==> src/inc/fsp_map.svh <==
// Purpose: named constants of the flash protect and hold block
// Assumes: included by bare name after the package
// Notes: command codes and timing default are local choices
`ifndef FSP_MAP_SVH
`define FSP_MAP_SVH
// command codes
`define FSP_CMD_WR_ENABLE 8'h06
`define FSP_CMD_WR_DISABLE 8'h04
`define FSP_CMD_STAT_READ 8'h05
`define FSP_CMD_STAT_WRITE 8'h01
`define FSP_CMD_PAGE_PROG 8'h02
`define FSP_CMD_SECT_ERASE 8'hd8
`define FSP_CMD_BULK_ERASE 8'hc7
// status byte layout
`define FSP_ST_BUSY 0
`define FSP_ST_LATCH 1
`define FSP_ST_GUARD_LO 2
`define FSP_ST_GUARD_HI 5
`define FSP_ST_LOCK 7
// serial clock counts
`define FSP_BYTE_LAST 3'h7
`define FSP_BYTE_WHOLE 3'h0
`define FSP_CNT_OPCODE 12'h008
`define FSP_CNT_SRDATA 12'h010
`define FSP_CNT_ADDR 12'h020
`define FSP_CNT_PROG 12'h028
// protect region decode: address in 128 KB units
`define FSP_UNIT_HI 23
`define FSP_UNIT_LO 17
`define FSP_UNITS_ALL 8'h80
// pins {wpN, holdN, si, csN, sck} and their idle level
`define FSP_PIN_W 5
`define FSP_PIN_IDLE 5'h1a
// status write duration in clk_sys cycles
`define FSP_SR_WRITE_DEF 16'h03e8
`endif

==> src/inc/fsp_pkg.sv <==
// Purpose: types of the flash protect and hold block
// Assumes: nothing
// Notes: link states are Gray coded along deselect, opcode, body
package fsp_pkg;
   typedef enum logic [1:0] {
      FSP_DESEL = 2'h0,
      FSP_OPCODE = 2'h1,
      FSP_BODY = 2'h3
   } fsp_link_t;

   typedef enum logic [1:0] {
      FSP_OP_NONE = 2'h0,
      FSP_OP_PROG = 2'h1,
      FSP_OP_SECT = 2'h2,
      FSP_OP_BULK = 2'h3
   } fsp_op_t;

   typedef struct packed {
      fsp_link_t link;
      logic hold;
      logic [11:0] bitCnt;
      logic [7:0] shiftIn;
      logic [7:0] opcode;
      logic [23:0] addr;
      logic [7:0] srData;
      logic [7:0] outShift;
      logic soBit;
      logic soOe;
      logic lock;
      logic [3:0] guard;
      logic latch;
      logic srBusy;
      logic [15:0] srTimer;
      logic arrWait;
      logic arrSeen;
      logic opStart;
      fsp_op_t opKind;
      logic [23:0] opAddr;
      logic dataValid;
      logic [7:0] dataByte;
      logic sckPrev;
      logic holdPrev;
   } fsp_state_t;
endpackage

==> src/core/fsp_sync.sv <==
// Purpose: two-stage synchroniser for the serial pins
// Assumes: pins are asynchronous to clk_sys
// Notes: the first stage feeds only the second
`timescale 1ns/10ps
`include "fsp_map.svh"
module fsp_sync (
   // clock and reset
   input wire logic clk_sys,
   input wire logic rst_n,
   // pins in, stable copy out
   input wire logic [`FSP_PIN_W-1:0] pinAsync,
   output logic [`FSP_PIN_W-1:0] pinSync
);
   typedef struct packed {
      logic [`FSP_PIN_W-1:0] meta;
      logic [`FSP_PIN_W-1:0] stable;
   } fsp_sync_t;

   fsp_sync_t r;
   fsp_sync_t n;

   always_comb begin
      n.meta = pinAsync;
      n.stable = r.meta;
   end

   always_ff @(posedge clk_sys or negedge rst_n) begin
      if (!rst_n) begin
         r <= {`FSP_PIN_IDLE, `FSP_PIN_IDLE};
      end else begin
         r <= n;
      end
   end

   assign pinSync = r.stable;
endmodule

==> src/core/fsp_guard_decode.sv <==
// Purpose: software protect region decode for both sector variants
// Assumes: regions grow downward from the top of a 16 MB array
// Notes: combinational; sector erase targets are sector aligned
`timescale 1ns/10ps
`include "fsp_map.svh"
module fsp_guard_decode (
   // guard code and variant
   input wire logic [3:0] guardBits,
   input wire logic sector64k,
   // target address and verdict
   input wire logic [23:0] addr,
   output logic addrGuarded,
   output logic anyGuard
);
   // size of the top region in 128 KB units
   function automatic logic [7:0] fsp_units(input logic [3:0] g, input logic s64);
      logic [7:0] u;
      u = 8'h00;
      if (s64) begin
         if (g[3]) begin
            u = `FSP_UNITS_ALL;
         end else if (g[2:0] != 3'h0) begin
            u = 8'h01 << (g[2:0] - 3'h1);
         end
      end else begin
         if (g[2:0] == 3'h7) begin
            u = `FSP_UNITS_ALL;
         end else if (g[2:0] != 3'h0) begin
            u = 8'h02 << (g[2:0] - 3'h1);
         end
      end
      return u;
   endfunction

   logic [6:0] fromTop;

   always_comb begin
      fromTop = ~addr[`FSP_UNIT_HI:`FSP_UNIT_LO];
      addrGuarded = {1'b0, fromTop} < fsp_units(guardBits, sector64k);
      anyGuard = fsp_units(guardBits, sector64k) != 8'h00;
   end
endmodule

==> src/core/fsp_flash_guard.sv <==
// Purpose: status, write latch, region guard and hold control of a serial flash
// Assumes: array engine raises arrayBusy the cycle after opStart and holds it to the end
// Notes: all pins pass fsp_sync; SCK edges are found by sampling on clk_sys
`timescale 1ns/10ps
`include "fsp_map.svh"
module fsp_flash_guard #(
   parameter logic [15:0] SR_WRITE_CYCLES = `FSP_SR_WRITE_DEF
) (
   // clock and reset
   input wire logic clk_sys,
   input wire logic rst_n,
   // serial pins
   input wire logic sck,
   input wire logic csN,
   input wire logic si,
   input wire logic holdN,
   input wire logic wpN,
   output logic so,
   output logic soOe,
   // variant strap, high for 64 KB sectors
   input wire logic sector64k,
   // array engine
   input wire logic arrayBusy,
   output logic opStart,
   output fsp_pkg::fsp_op_t opKind,
   output logic [23:0] opAddr,
   output logic dataValid,
   output logic [7:0] dataByte,
   // status view
   output logic [7:0] statusByte
);
   fsp_pkg::fsp_state_t r;
   fsp_pkg::fsp_state_t n;
   logic [`FSP_PIN_W-1:0] pinS;
   logic sckS, csNS, siS, holdNS, wpNS;
   logic sckRise, sckFall, holdEdge, hwGuard, busy, whole, guardHit, anyGuard;
   logic [7:0] inByte;
   logic [3:0] newGuard;

   // shared acceptance test of the modifying commands
   function automatic logic fsp_write_ok(input logic latchOn, input logic byteWhole, input logic [11:0] cnt,
         input logic [11:0] minCnt);
      return latchOn && byteWhole && cnt >= minCnt;
   endfunction

   fsp_sync u_sync (
      .clk_sys(clk_sys),
      .rst_n(rst_n),
      .pinAsync({wpN, holdN, si, csN, sck}),
      .pinSync(pinS)
   );

   fsp_guard_decode u_guard (
      .guardBits(r.guard),
      .sector64k(sector64k),
      .addr(r.addr),
      .addrGuarded(guardHit),
      .anyGuard(anyGuard)
   );

   assign {wpNS, holdNS, siS, csNS, sckS} = pinS;

   always_comb begin
      sckRise = sckS && !r.sckPrev;
      sckFall = !sckS && r.sckPrev;
      holdEdge = holdNS != r.holdPrev;
      hwGuard = r.lock && !wpNS;
      busy = r.srBusy || r.arrWait || arrayBusy;
      whole = r.bitCnt[2:0] == `FSP_BYTE_WHOLE;
      inByte = {r.shiftIn[6:0], siS};
      newGuard = r.srData[`FSP_ST_GUARD_HI:`FSP_ST_GUARD_LO];
      if (!sector64k) begin
         newGuard[3] = 1'b0;
      end
      statusByte = 8'h00;
      statusByte[`FSP_ST_BUSY] = busy;
      statusByte[`FSP_ST_LATCH] = r.latch;
      statusByte[`FSP_ST_GUARD_HI:`FSP_ST_GUARD_LO] = r.guard;
      statusByte[`FSP_ST_LOCK] = r.lock;
   end

   always_comb begin
      n = r;
      n.opStart = 1'b0;
      n.dataValid = 1'b0;
      n.sckPrev = sckS;
      n.holdPrev = holdNS;
      // running operations advance regardless of hold or select
      if (r.srBusy) begin
         if (r.srTimer == 16'h0000) begin
            n.srBusy = 1'b0;
            n.latch = 1'b0;
         end else begin
            n.srTimer = r.srTimer - 16'h0001;
         end
      end
      if (r.arrWait) begin
         if (arrayBusy) begin
            n.arrSeen = 1'b1;
         end else if (r.arrSeen) begin
            n.arrWait = 1'b0;
            n.arrSeen = 1'b0;
            n.latch = 1'b0;
         end
      end
      if (csNS) begin
         // command runs on deselect unless hold aborted it or the busy status bit is set
         if (r.link == fsp_pkg::FSP_BODY && !r.hold && !busy) begin
            case (r.opcode)
               `FSP_CMD_WR_ENABLE: begin
                  n.latch = 1'b1;
               end
               `FSP_CMD_WR_DISABLE: begin
                  n.latch = 1'b0;
               end
               `FSP_CMD_STAT_WRITE: begin
                  if (fsp_write_ok(r.latch, whole, r.bitCnt, `FSP_CNT_SRDATA) && !hwGuard) begin
                     n.lock = r.srData[`FSP_ST_LOCK];
                     n.guard = newGuard;
                     n.srBusy = 1'b1;
                     n.srTimer = SR_WRITE_CYCLES;
                  end
               end
               `FSP_CMD_PAGE_PROG: begin
                  if (fsp_write_ok(r.latch, whole, r.bitCnt, `FSP_CNT_PROG) && !guardHit) begin
                     n.opStart = 1'b1;
                     n.opKind = fsp_pkg::FSP_OP_PROG;
                     n.opAddr = r.addr;
                     n.arrWait = 1'b1;
                  end
               end
               `FSP_CMD_SECT_ERASE: begin
                  if (fsp_write_ok(r.latch, whole, r.bitCnt, `FSP_CNT_ADDR) && !guardHit) begin
                     n.opStart = 1'b1;
                     n.opKind = fsp_pkg::FSP_OP_SECT;
                     n.opAddr = r.addr;
                     n.arrWait = 1'b1;
                  end
               end
               `FSP_CMD_BULK_ERASE: begin
                  if (fsp_write_ok(r.latch, whole, r.bitCnt, `FSP_CNT_OPCODE) && !anyGuard) begin
                     n.opStart = 1'b1;
                     n.opKind = fsp_pkg::FSP_OP_BULK;
                     n.opAddr = r.addr;
                     n.arrWait = 1'b1;
                  end
               end
               default: begin
               end
            endcase
         end
         n.link = fsp_pkg::FSP_DESEL;
         n.hold = 1'b0;
         n.bitCnt = 12'h000;
      end else begin
         if (r.link == fsp_pkg::FSP_DESEL) begin
            n.link = fsp_pkg::FSP_OPCODE;
         end
         if ((holdEdge && !sckS) || sckFall) begin
            n.hold = !holdNS;
         end
         if (sckRise && !r.hold) begin
            n.shiftIn = inByte;
            n.bitCnt = r.bitCnt + 12'h001;
            if (r.bitCnt[2:0] == `FSP_BYTE_LAST) begin
               if (r.link == fsp_pkg::FSP_OPCODE) begin
                  n.opcode = inByte;
                  n.link = fsp_pkg::FSP_BODY;
                  if (inByte == `FSP_CMD_STAT_READ) begin
                     n.outShift = statusByte;
                  end
               end else if (r.opcode == `FSP_CMD_STAT_READ) begin
                  n.outShift = statusByte;
               end else if (r.opcode == `FSP_CMD_STAT_WRITE) begin
                  if (n.bitCnt == `FSP_CNT_SRDATA) begin
                     n.srData = inByte;
                  end
               end else if (r.opcode == `FSP_CMD_PAGE_PROG || r.opcode == `FSP_CMD_SECT_ERASE) begin
                  if (n.bitCnt <= `FSP_CNT_ADDR) begin
                     n.addr = {r.addr[15:0], inByte};
                  end else if (r.opcode == `FSP_CMD_PAGE_PROG) begin
                     n.dataValid = 1'b1;
                     n.dataByte = inByte;
                  end
               end
            end
         end
         // status bits leave on SCK falls
         if (sckFall && !r.hold && !n.hold && r.link == fsp_pkg::FSP_BODY
               && r.opcode == `FSP_CMD_STAT_READ) begin
            n.soBit = r.outShift[7];
            n.outShift = {r.outShift[6:0], 1'b0};
         end
      end
      n.soOe = !csNS && !n.hold && n.link == fsp_pkg::FSP_BODY
         && n.opcode == `FSP_CMD_STAT_READ;
   end

   always_ff @(posedge clk_sys or negedge rst_n) begin
      if (!rst_n) begin
         r <= '0;
         // pause pin idles high, so no false pause edge follows reset
         r.holdPrev <= 1'b1;
      end else begin
         r <= n;
      end
   end

   assign so = r.soBit;
   assign soOe = r.soOe;
   assign opStart = r.opStart;
   assign opKind = r.opKind;
   assign opAddr = r.opAddr;
   assign dataValid = r.dataValid;
   assign dataByte = r.dataByte;

   logic execCycle;
   assign execCycle = csNS && r.link == fsp_pkg::FSP_BODY && !r.hold && !busy;
endmodule

==> config.mk <==
export PLATFORM = sky130hd
export DESIGN_NAME = fsp_flash_guard
export DESIGN_NICKNAME = d
export VERILOG_FILES = /design/src/inc/fsp_pkg.sv /design/src/core/fsp_sync.sv /design/src/core/fsp_guard_decode.sv /design/src/core/fsp_flash_guard.sv
export VERILOG_INCLUDE_DIRS = /design/src /design/src/inc
export SDC_FILE = /design/constraint.sdc
export NUM_CORES = 1
export LEC_CHECK = 0
export BUFFER_PORTS_ARGS = -buffer_cell sky130_fd_sc_hd__buf_2
export CAP_MARGIN = 25
export CORE_MARGIN = 2
export CORE_UTILIZATION = 43
export DETAILED_ROUTE_END_ITERATION = 8
export GPL_TIMING_DRIVEN = 0
export PLACE_DENSITY = 0.59
export SYNTH_ARGS = -nofsm -noshare
export SYNTH_HDL_FRONTEND = slang
export SYNTH_SLANG_ARGS = --single-unit
==> constraint.sdc <==
create_clock -name clk_sys -period 7.8 [get_ports clk_sys]
set_clock_uncertainty 0.2 [all_clocks]
set_input_delay 0 -clock clk_sys [delete_from_list [all_inputs] [get_ports clk_sys]]
set_output_delay 0 -clock clk_sys [all_outputs]
set_load 0.05 [all_outputs]
==> impl_metrics.env <==
export IMPL_worst_endpoint_required_ns=7.90
export IMPL_antenna_found_initial=0
export IMPL_final_setup_viol_count=0
export IMPL_wire_length_of_the_first_global_routing_pass_mm=23.48
export IMPL_ctsRootBufferMaster="sky130_fd_sc_hd__clkbuf_16"
export IMPL_slew_violations=0
export IMPL_routabilityCongestion=0.8111
export IMPL_flop_and_latch_count_out_of_synthesis=142
export IMPL_finalSetupTns_ns=0
export IMPL_synth_seq_area_share_pct=51.59
export IMPL_layout_cell_area_non_filler_um2=8183
export IMPL_run_status="complete, no violations"
export IMPL_core_area_um2=15770
export IMPL_yosys_area_share_xor_xnor_pct=2.918
export IMPL_detail_route_drc_violations=0
export IMPL_mappedNetlistArea_um2=6904
export IMPL_drt_vias_per_instance=5.142
export IMPL_dr_wl_cell_um=15.65
export IMPL_synth_avg_cell_area_um2=11.58
export IMPL_drtPass1Iterations=4
export IMPL_synth_compound_area_share_pct=5.980
export IMPL_crit_path_max_fanout=10
export IMPL_combinational_family_with_the_most_area_after_synthesis="simple AND/OR/NAND/NOR gates"
export IMPL_power_per_cell_area_nw_per_um2=204.5
export IMPL_io_pins=55
export IMPL_synthToLayoutAreaGrowth_pct=18.52
export IMPL_synth_edf_count=0
export IMPL_cts_tree="built"
export IMPL_clockBufferDepth=2
export IMPL_worst_hold_slack_ns=0.01836
export IMPL_diodes=0
export IMPL_num_vias=4664
export IMPL_synth_warnings=0
export IMPL_critical_path_endpoint_type="flip-flop"
export IMPL_r2r_setup_slack_ns=3.82
export IMPL_placedInstanceArea_um2=7473
export IMPL_mappedNetlistNets=616
export IMPL_cts_sinks=142
export IMPL_grt_setup_unrepaired="no"
export IMPL_grt_remaining_overflow=0
export IMPL_ys_async_sr_fraction_pct=100.0
export IMPL_pin_count_of_the_biggest_net_entering_global_routing=73
export IMPL_proportion_of_synthesized_area_in_mux_cells_pct=14.33
export IMPL_post_synth_inst_count=596
export IMPL_fin_util_pct=51.89
export IMPL_grt_pass1_vias=4549
export IMPL_globalRouteTotalUtil_pct=18.04
export IMPL_static_leak_uw=0.003919
export IMPL_route_final_wire_length_mm=14.20
export IMPL_ys_dominant_reg_cell="sky130_fd_sc_hd__dfrtp_1"
export IMPL_nNetsFinal=699
export IMPL_clkSlewWorstSetupHoldPaths_ns=0.06
export IMPL_timing_hold_worst_class="primary input to flip-flop"
export IMPL_route_antenna_remaining_nets=0
export IMPL_cts_made_buffers=17
export IMPL_worstSkewPairLatency_ns=0.42
export IMPL_placement_io_buffers=53
export IMPL_row_count=46
export IMPL_worst_pin_slew_ns=0.8500
export IMPL_die_height_um=130.7
export IMPL_clock_tree_htree_level_count=4
export IMPL_drive_gt1_share_pct=35.31
export IMPL_cap_viol_max_count=0
export IMPL_start_kind="flip-flop"
export IMPL_synthDistinctLibCells=66
export IMPL_critical_path_class="flip-flop to flip-flop"
export IMPL_final_cycle_utilization_of_the_critical_path_pct=50.98
export IMPL_setup_ws_ns=3.824
export IMPL_detailed_placement_hpwl_mm=9.945
export IMPL_irDropWorstVdd_uv=146.1
export IMPL_place_worst_setup_slack_ns=3.777
export IMPL_yosys_area_share_simple_pct=15.82
export IMPL_finalHoldViolations=0
export IMPL_start_util_pct=43.78
export IMPL_critPathArrivalTime_ns=4.08
export IMPL_dr_first_iter_drc_count=187
export IMPL_cts_resized_gates=0
export IMPL_fp_dieW_um=130.7
export IMPL_timing_slew_headroom_pct=42.86
export IMPL_fin_crit_ns=3.976
export IMPL_maxClockFrequency_ghz=0.2515
export IMPL_fp_dieArea_um2=17090
export IMPL_synth_adder_area_share_pct=1.993
[critical path, cell delays in order, from the launching register on]
cell and delay [ns]:
sky130_fd_sc_hd__dfrtp_1 0.49, sky130_fd_sc_hd__nor2b_1 0.25, sky130_fd_sc_hd__nor2b_1 0.21, sky130_fd_sc_hd__nand2_1 0.07, sky130_fd_sc_hd__o21ai_0 0.12, sky130_fd_sc_hd__nand2b_1 0.09, sky130_fd_sc_hd__ha_1 0.20, sky130_fd_sc_hd__nor4bb_1 0.26
sky130_fd_sc_hd__a211oi_1 0.12, sky130_fd_sc_hd__nor3_1 0.53, sky130_fd_sc_hd__nor3_1 0.15, sky130_fd_sc_hd__o2111ai_2 0.52, sky130_fd_sc_hd__buf_4 0.29, sky130_fd_sc_hd__mux2_2 0.35
[cell usage after synthesis, types with 6 or more instances]
cell	count	share of area [%]
sky130_fd_sc_hd__dfrtp_1	135	49
sky130_fd_sc_hd__nand2_1	42	2.3
sky130_fd_sc_hd__nor2_1	39	2.1
sky130_fd_sc_hd__mux2_2	83	14
sky130_fd_sc_hd__nor3_1	23	1.7
sky130_fd_sc_hd__ha_1	11	2.0
sky130_fd_sc_hd__inv_1	20	1.1
sky130_fd_sc_hd__dfstp_2	7	2.7
sky130_fd_sc_hd__xnor2_1	16	2.0
sky130_fd_sc_hd__nand3_1	18	1.3
sky130_fd_sc_hd__nor2b_1	7	0.63
sky130_fd_sc_hd__xor2_1	7	0.89
sky130_fd_sc_hd__a22o_1	6	0.76
sky130_fd_sc_hd__nor4_1	7	0.63
sky130_fd_sc_hd__a21oi_1	17	1.2
sky130_fd_sc_hd__buf_4	46	5.0
sky130_fd_sc_hd__o21ai_0	13	0.94
[layout make-up]
| cell class | count | area [um^2] |
|---|---|---|
| fill | 1433 | 7587 |
| sequential | 142 | 3562 |
| multi-input combinational | 375 | 2838 |
| clock buffer | 22 | 464.2 |
| buffer | 59 | 429.2 |
| timing repair buffer | 64 | 409.1 |
| tap | 216 | 270.3 |
| clock inverter | 9 | 135.1 |
| inverter | 20 | 75.07 |
[final timing paths]
path,from,endpoint,cells after the start
max reg2reg,statusByte[5],opAddr[21],13
max in group asynchronous,rst_n,r[95],4
min,csN,u_sync.n[1],2
min reg2reg,u_sync.n[2],u_sync.pinSync[2],0
min in group asynchronous,rst_n,statusByte[2],3
max,statusByte[5],opAddr[21],13
[where the power goes]
part           internal [uW]  switching (uW)
Combinational           26.7            32.7
Sequential               757            35.5
Clock                    519             302
Total                   1300             371
[state kept, by name, indices dropped and copies added (netlist names), 3 cells and up]
register and flops:
r 78, statusByte 6, u_sync.n 5, opAddr 24, dataByte 8, inByte 7, newGuard 3, u_sync.pinSync 5
[layout by cell type, fill, tap and decap left out, types with 4 or more instances in the layout]
cell                            instances
sky130_fd_sc_hd__nand4b_1               4
sky130_fd_sc_hd__mux2i_1                4
sky130_fd_sc_hd__nand3_1               18
sky130_fd_sc_hd__a22o_1                 6
sky130_fd_sc_hd__clkbuf_16             17
sky130_fd_sc_hd__o21ai_0               13
sky130_fd_sc_hd__a21oi_1               17
sky130_fd_sc_hd__nand2_1               42
sky130_fd_sc_hd__xor2_1                 7
sky130_fd_sc_hd__nor3_1                23
sky130_fd_sc_hd__nand2b_1               5
sky130_fd_sc_hd__dlygate4sd3_1          9
sky130_fd_sc_hd__dfrtp_1              135
sky130_fd_sc_hd__nor3b_1                4
sky130_fd_sc_hd__nor4_1                 7
sky130_fd_sc_hd__nor4b_1                5
sky130_fd_sc_hd__dfstp_2                7
sky130_fd_sc_hd__inv_1                 20
sky130_fd_sc_hd__mux2_2                83
sky130_fd_sc_hd__nand3b_1               5
sky130_fd_sc_hd__xnor2_1               16
sky130_fd_sc_hd__ha_1                  11
sky130_fd_sc_hd__buf_2                 56
sky130_fd_sc_hd__buf_4                 46
sky130_fd_sc_hd__clkbuf_1               8
sky130_fd_sc_hd__buf_6                  5
sky130_fd_sc_hd__nor2_1                39
sky130_fd_sc_hd__nor2b_1                7
sky130_fd_sc_hd__or3_1                  5
[cells by family (layout without fill, tap and decap cells)]
kind of cell | Yosys count | after routing
simple gates | 192 | 192
compound gates | 60 | 60
buf+inv | 79 | 174
other cells | 1 | 1
xor+xnor | 23 | 23
flops | 142 | 142
mux | 88 | 88
fa+ha+maj | 11 | 11
[metrics by stage]
stage	cells	power, uW
after detailed placement	866	862.6
final	907	1673
after CTS	907	1699
after floorplan	596	819.3
after global routing	907	1738
after global placement	865	857.9
[metal layers]
| metal | GRT usage (%) | share of wire (%) |
|---|---|---|
| met1 | 24.73 | 48 |
| met2 | 28.13 | 46 |
| met3 | 5.049 | 4.1 |
| met4 | 5.444 | 1.4 |
| met5 | 0 | 0 |
[timing repair]
item / 4_1_cts / 5_1_grt
setup buffers: 0 / 0
hold buffers: 10 / 0
hold endpoints to repair: 153 / 0
(Power assumes the default switching activity.)
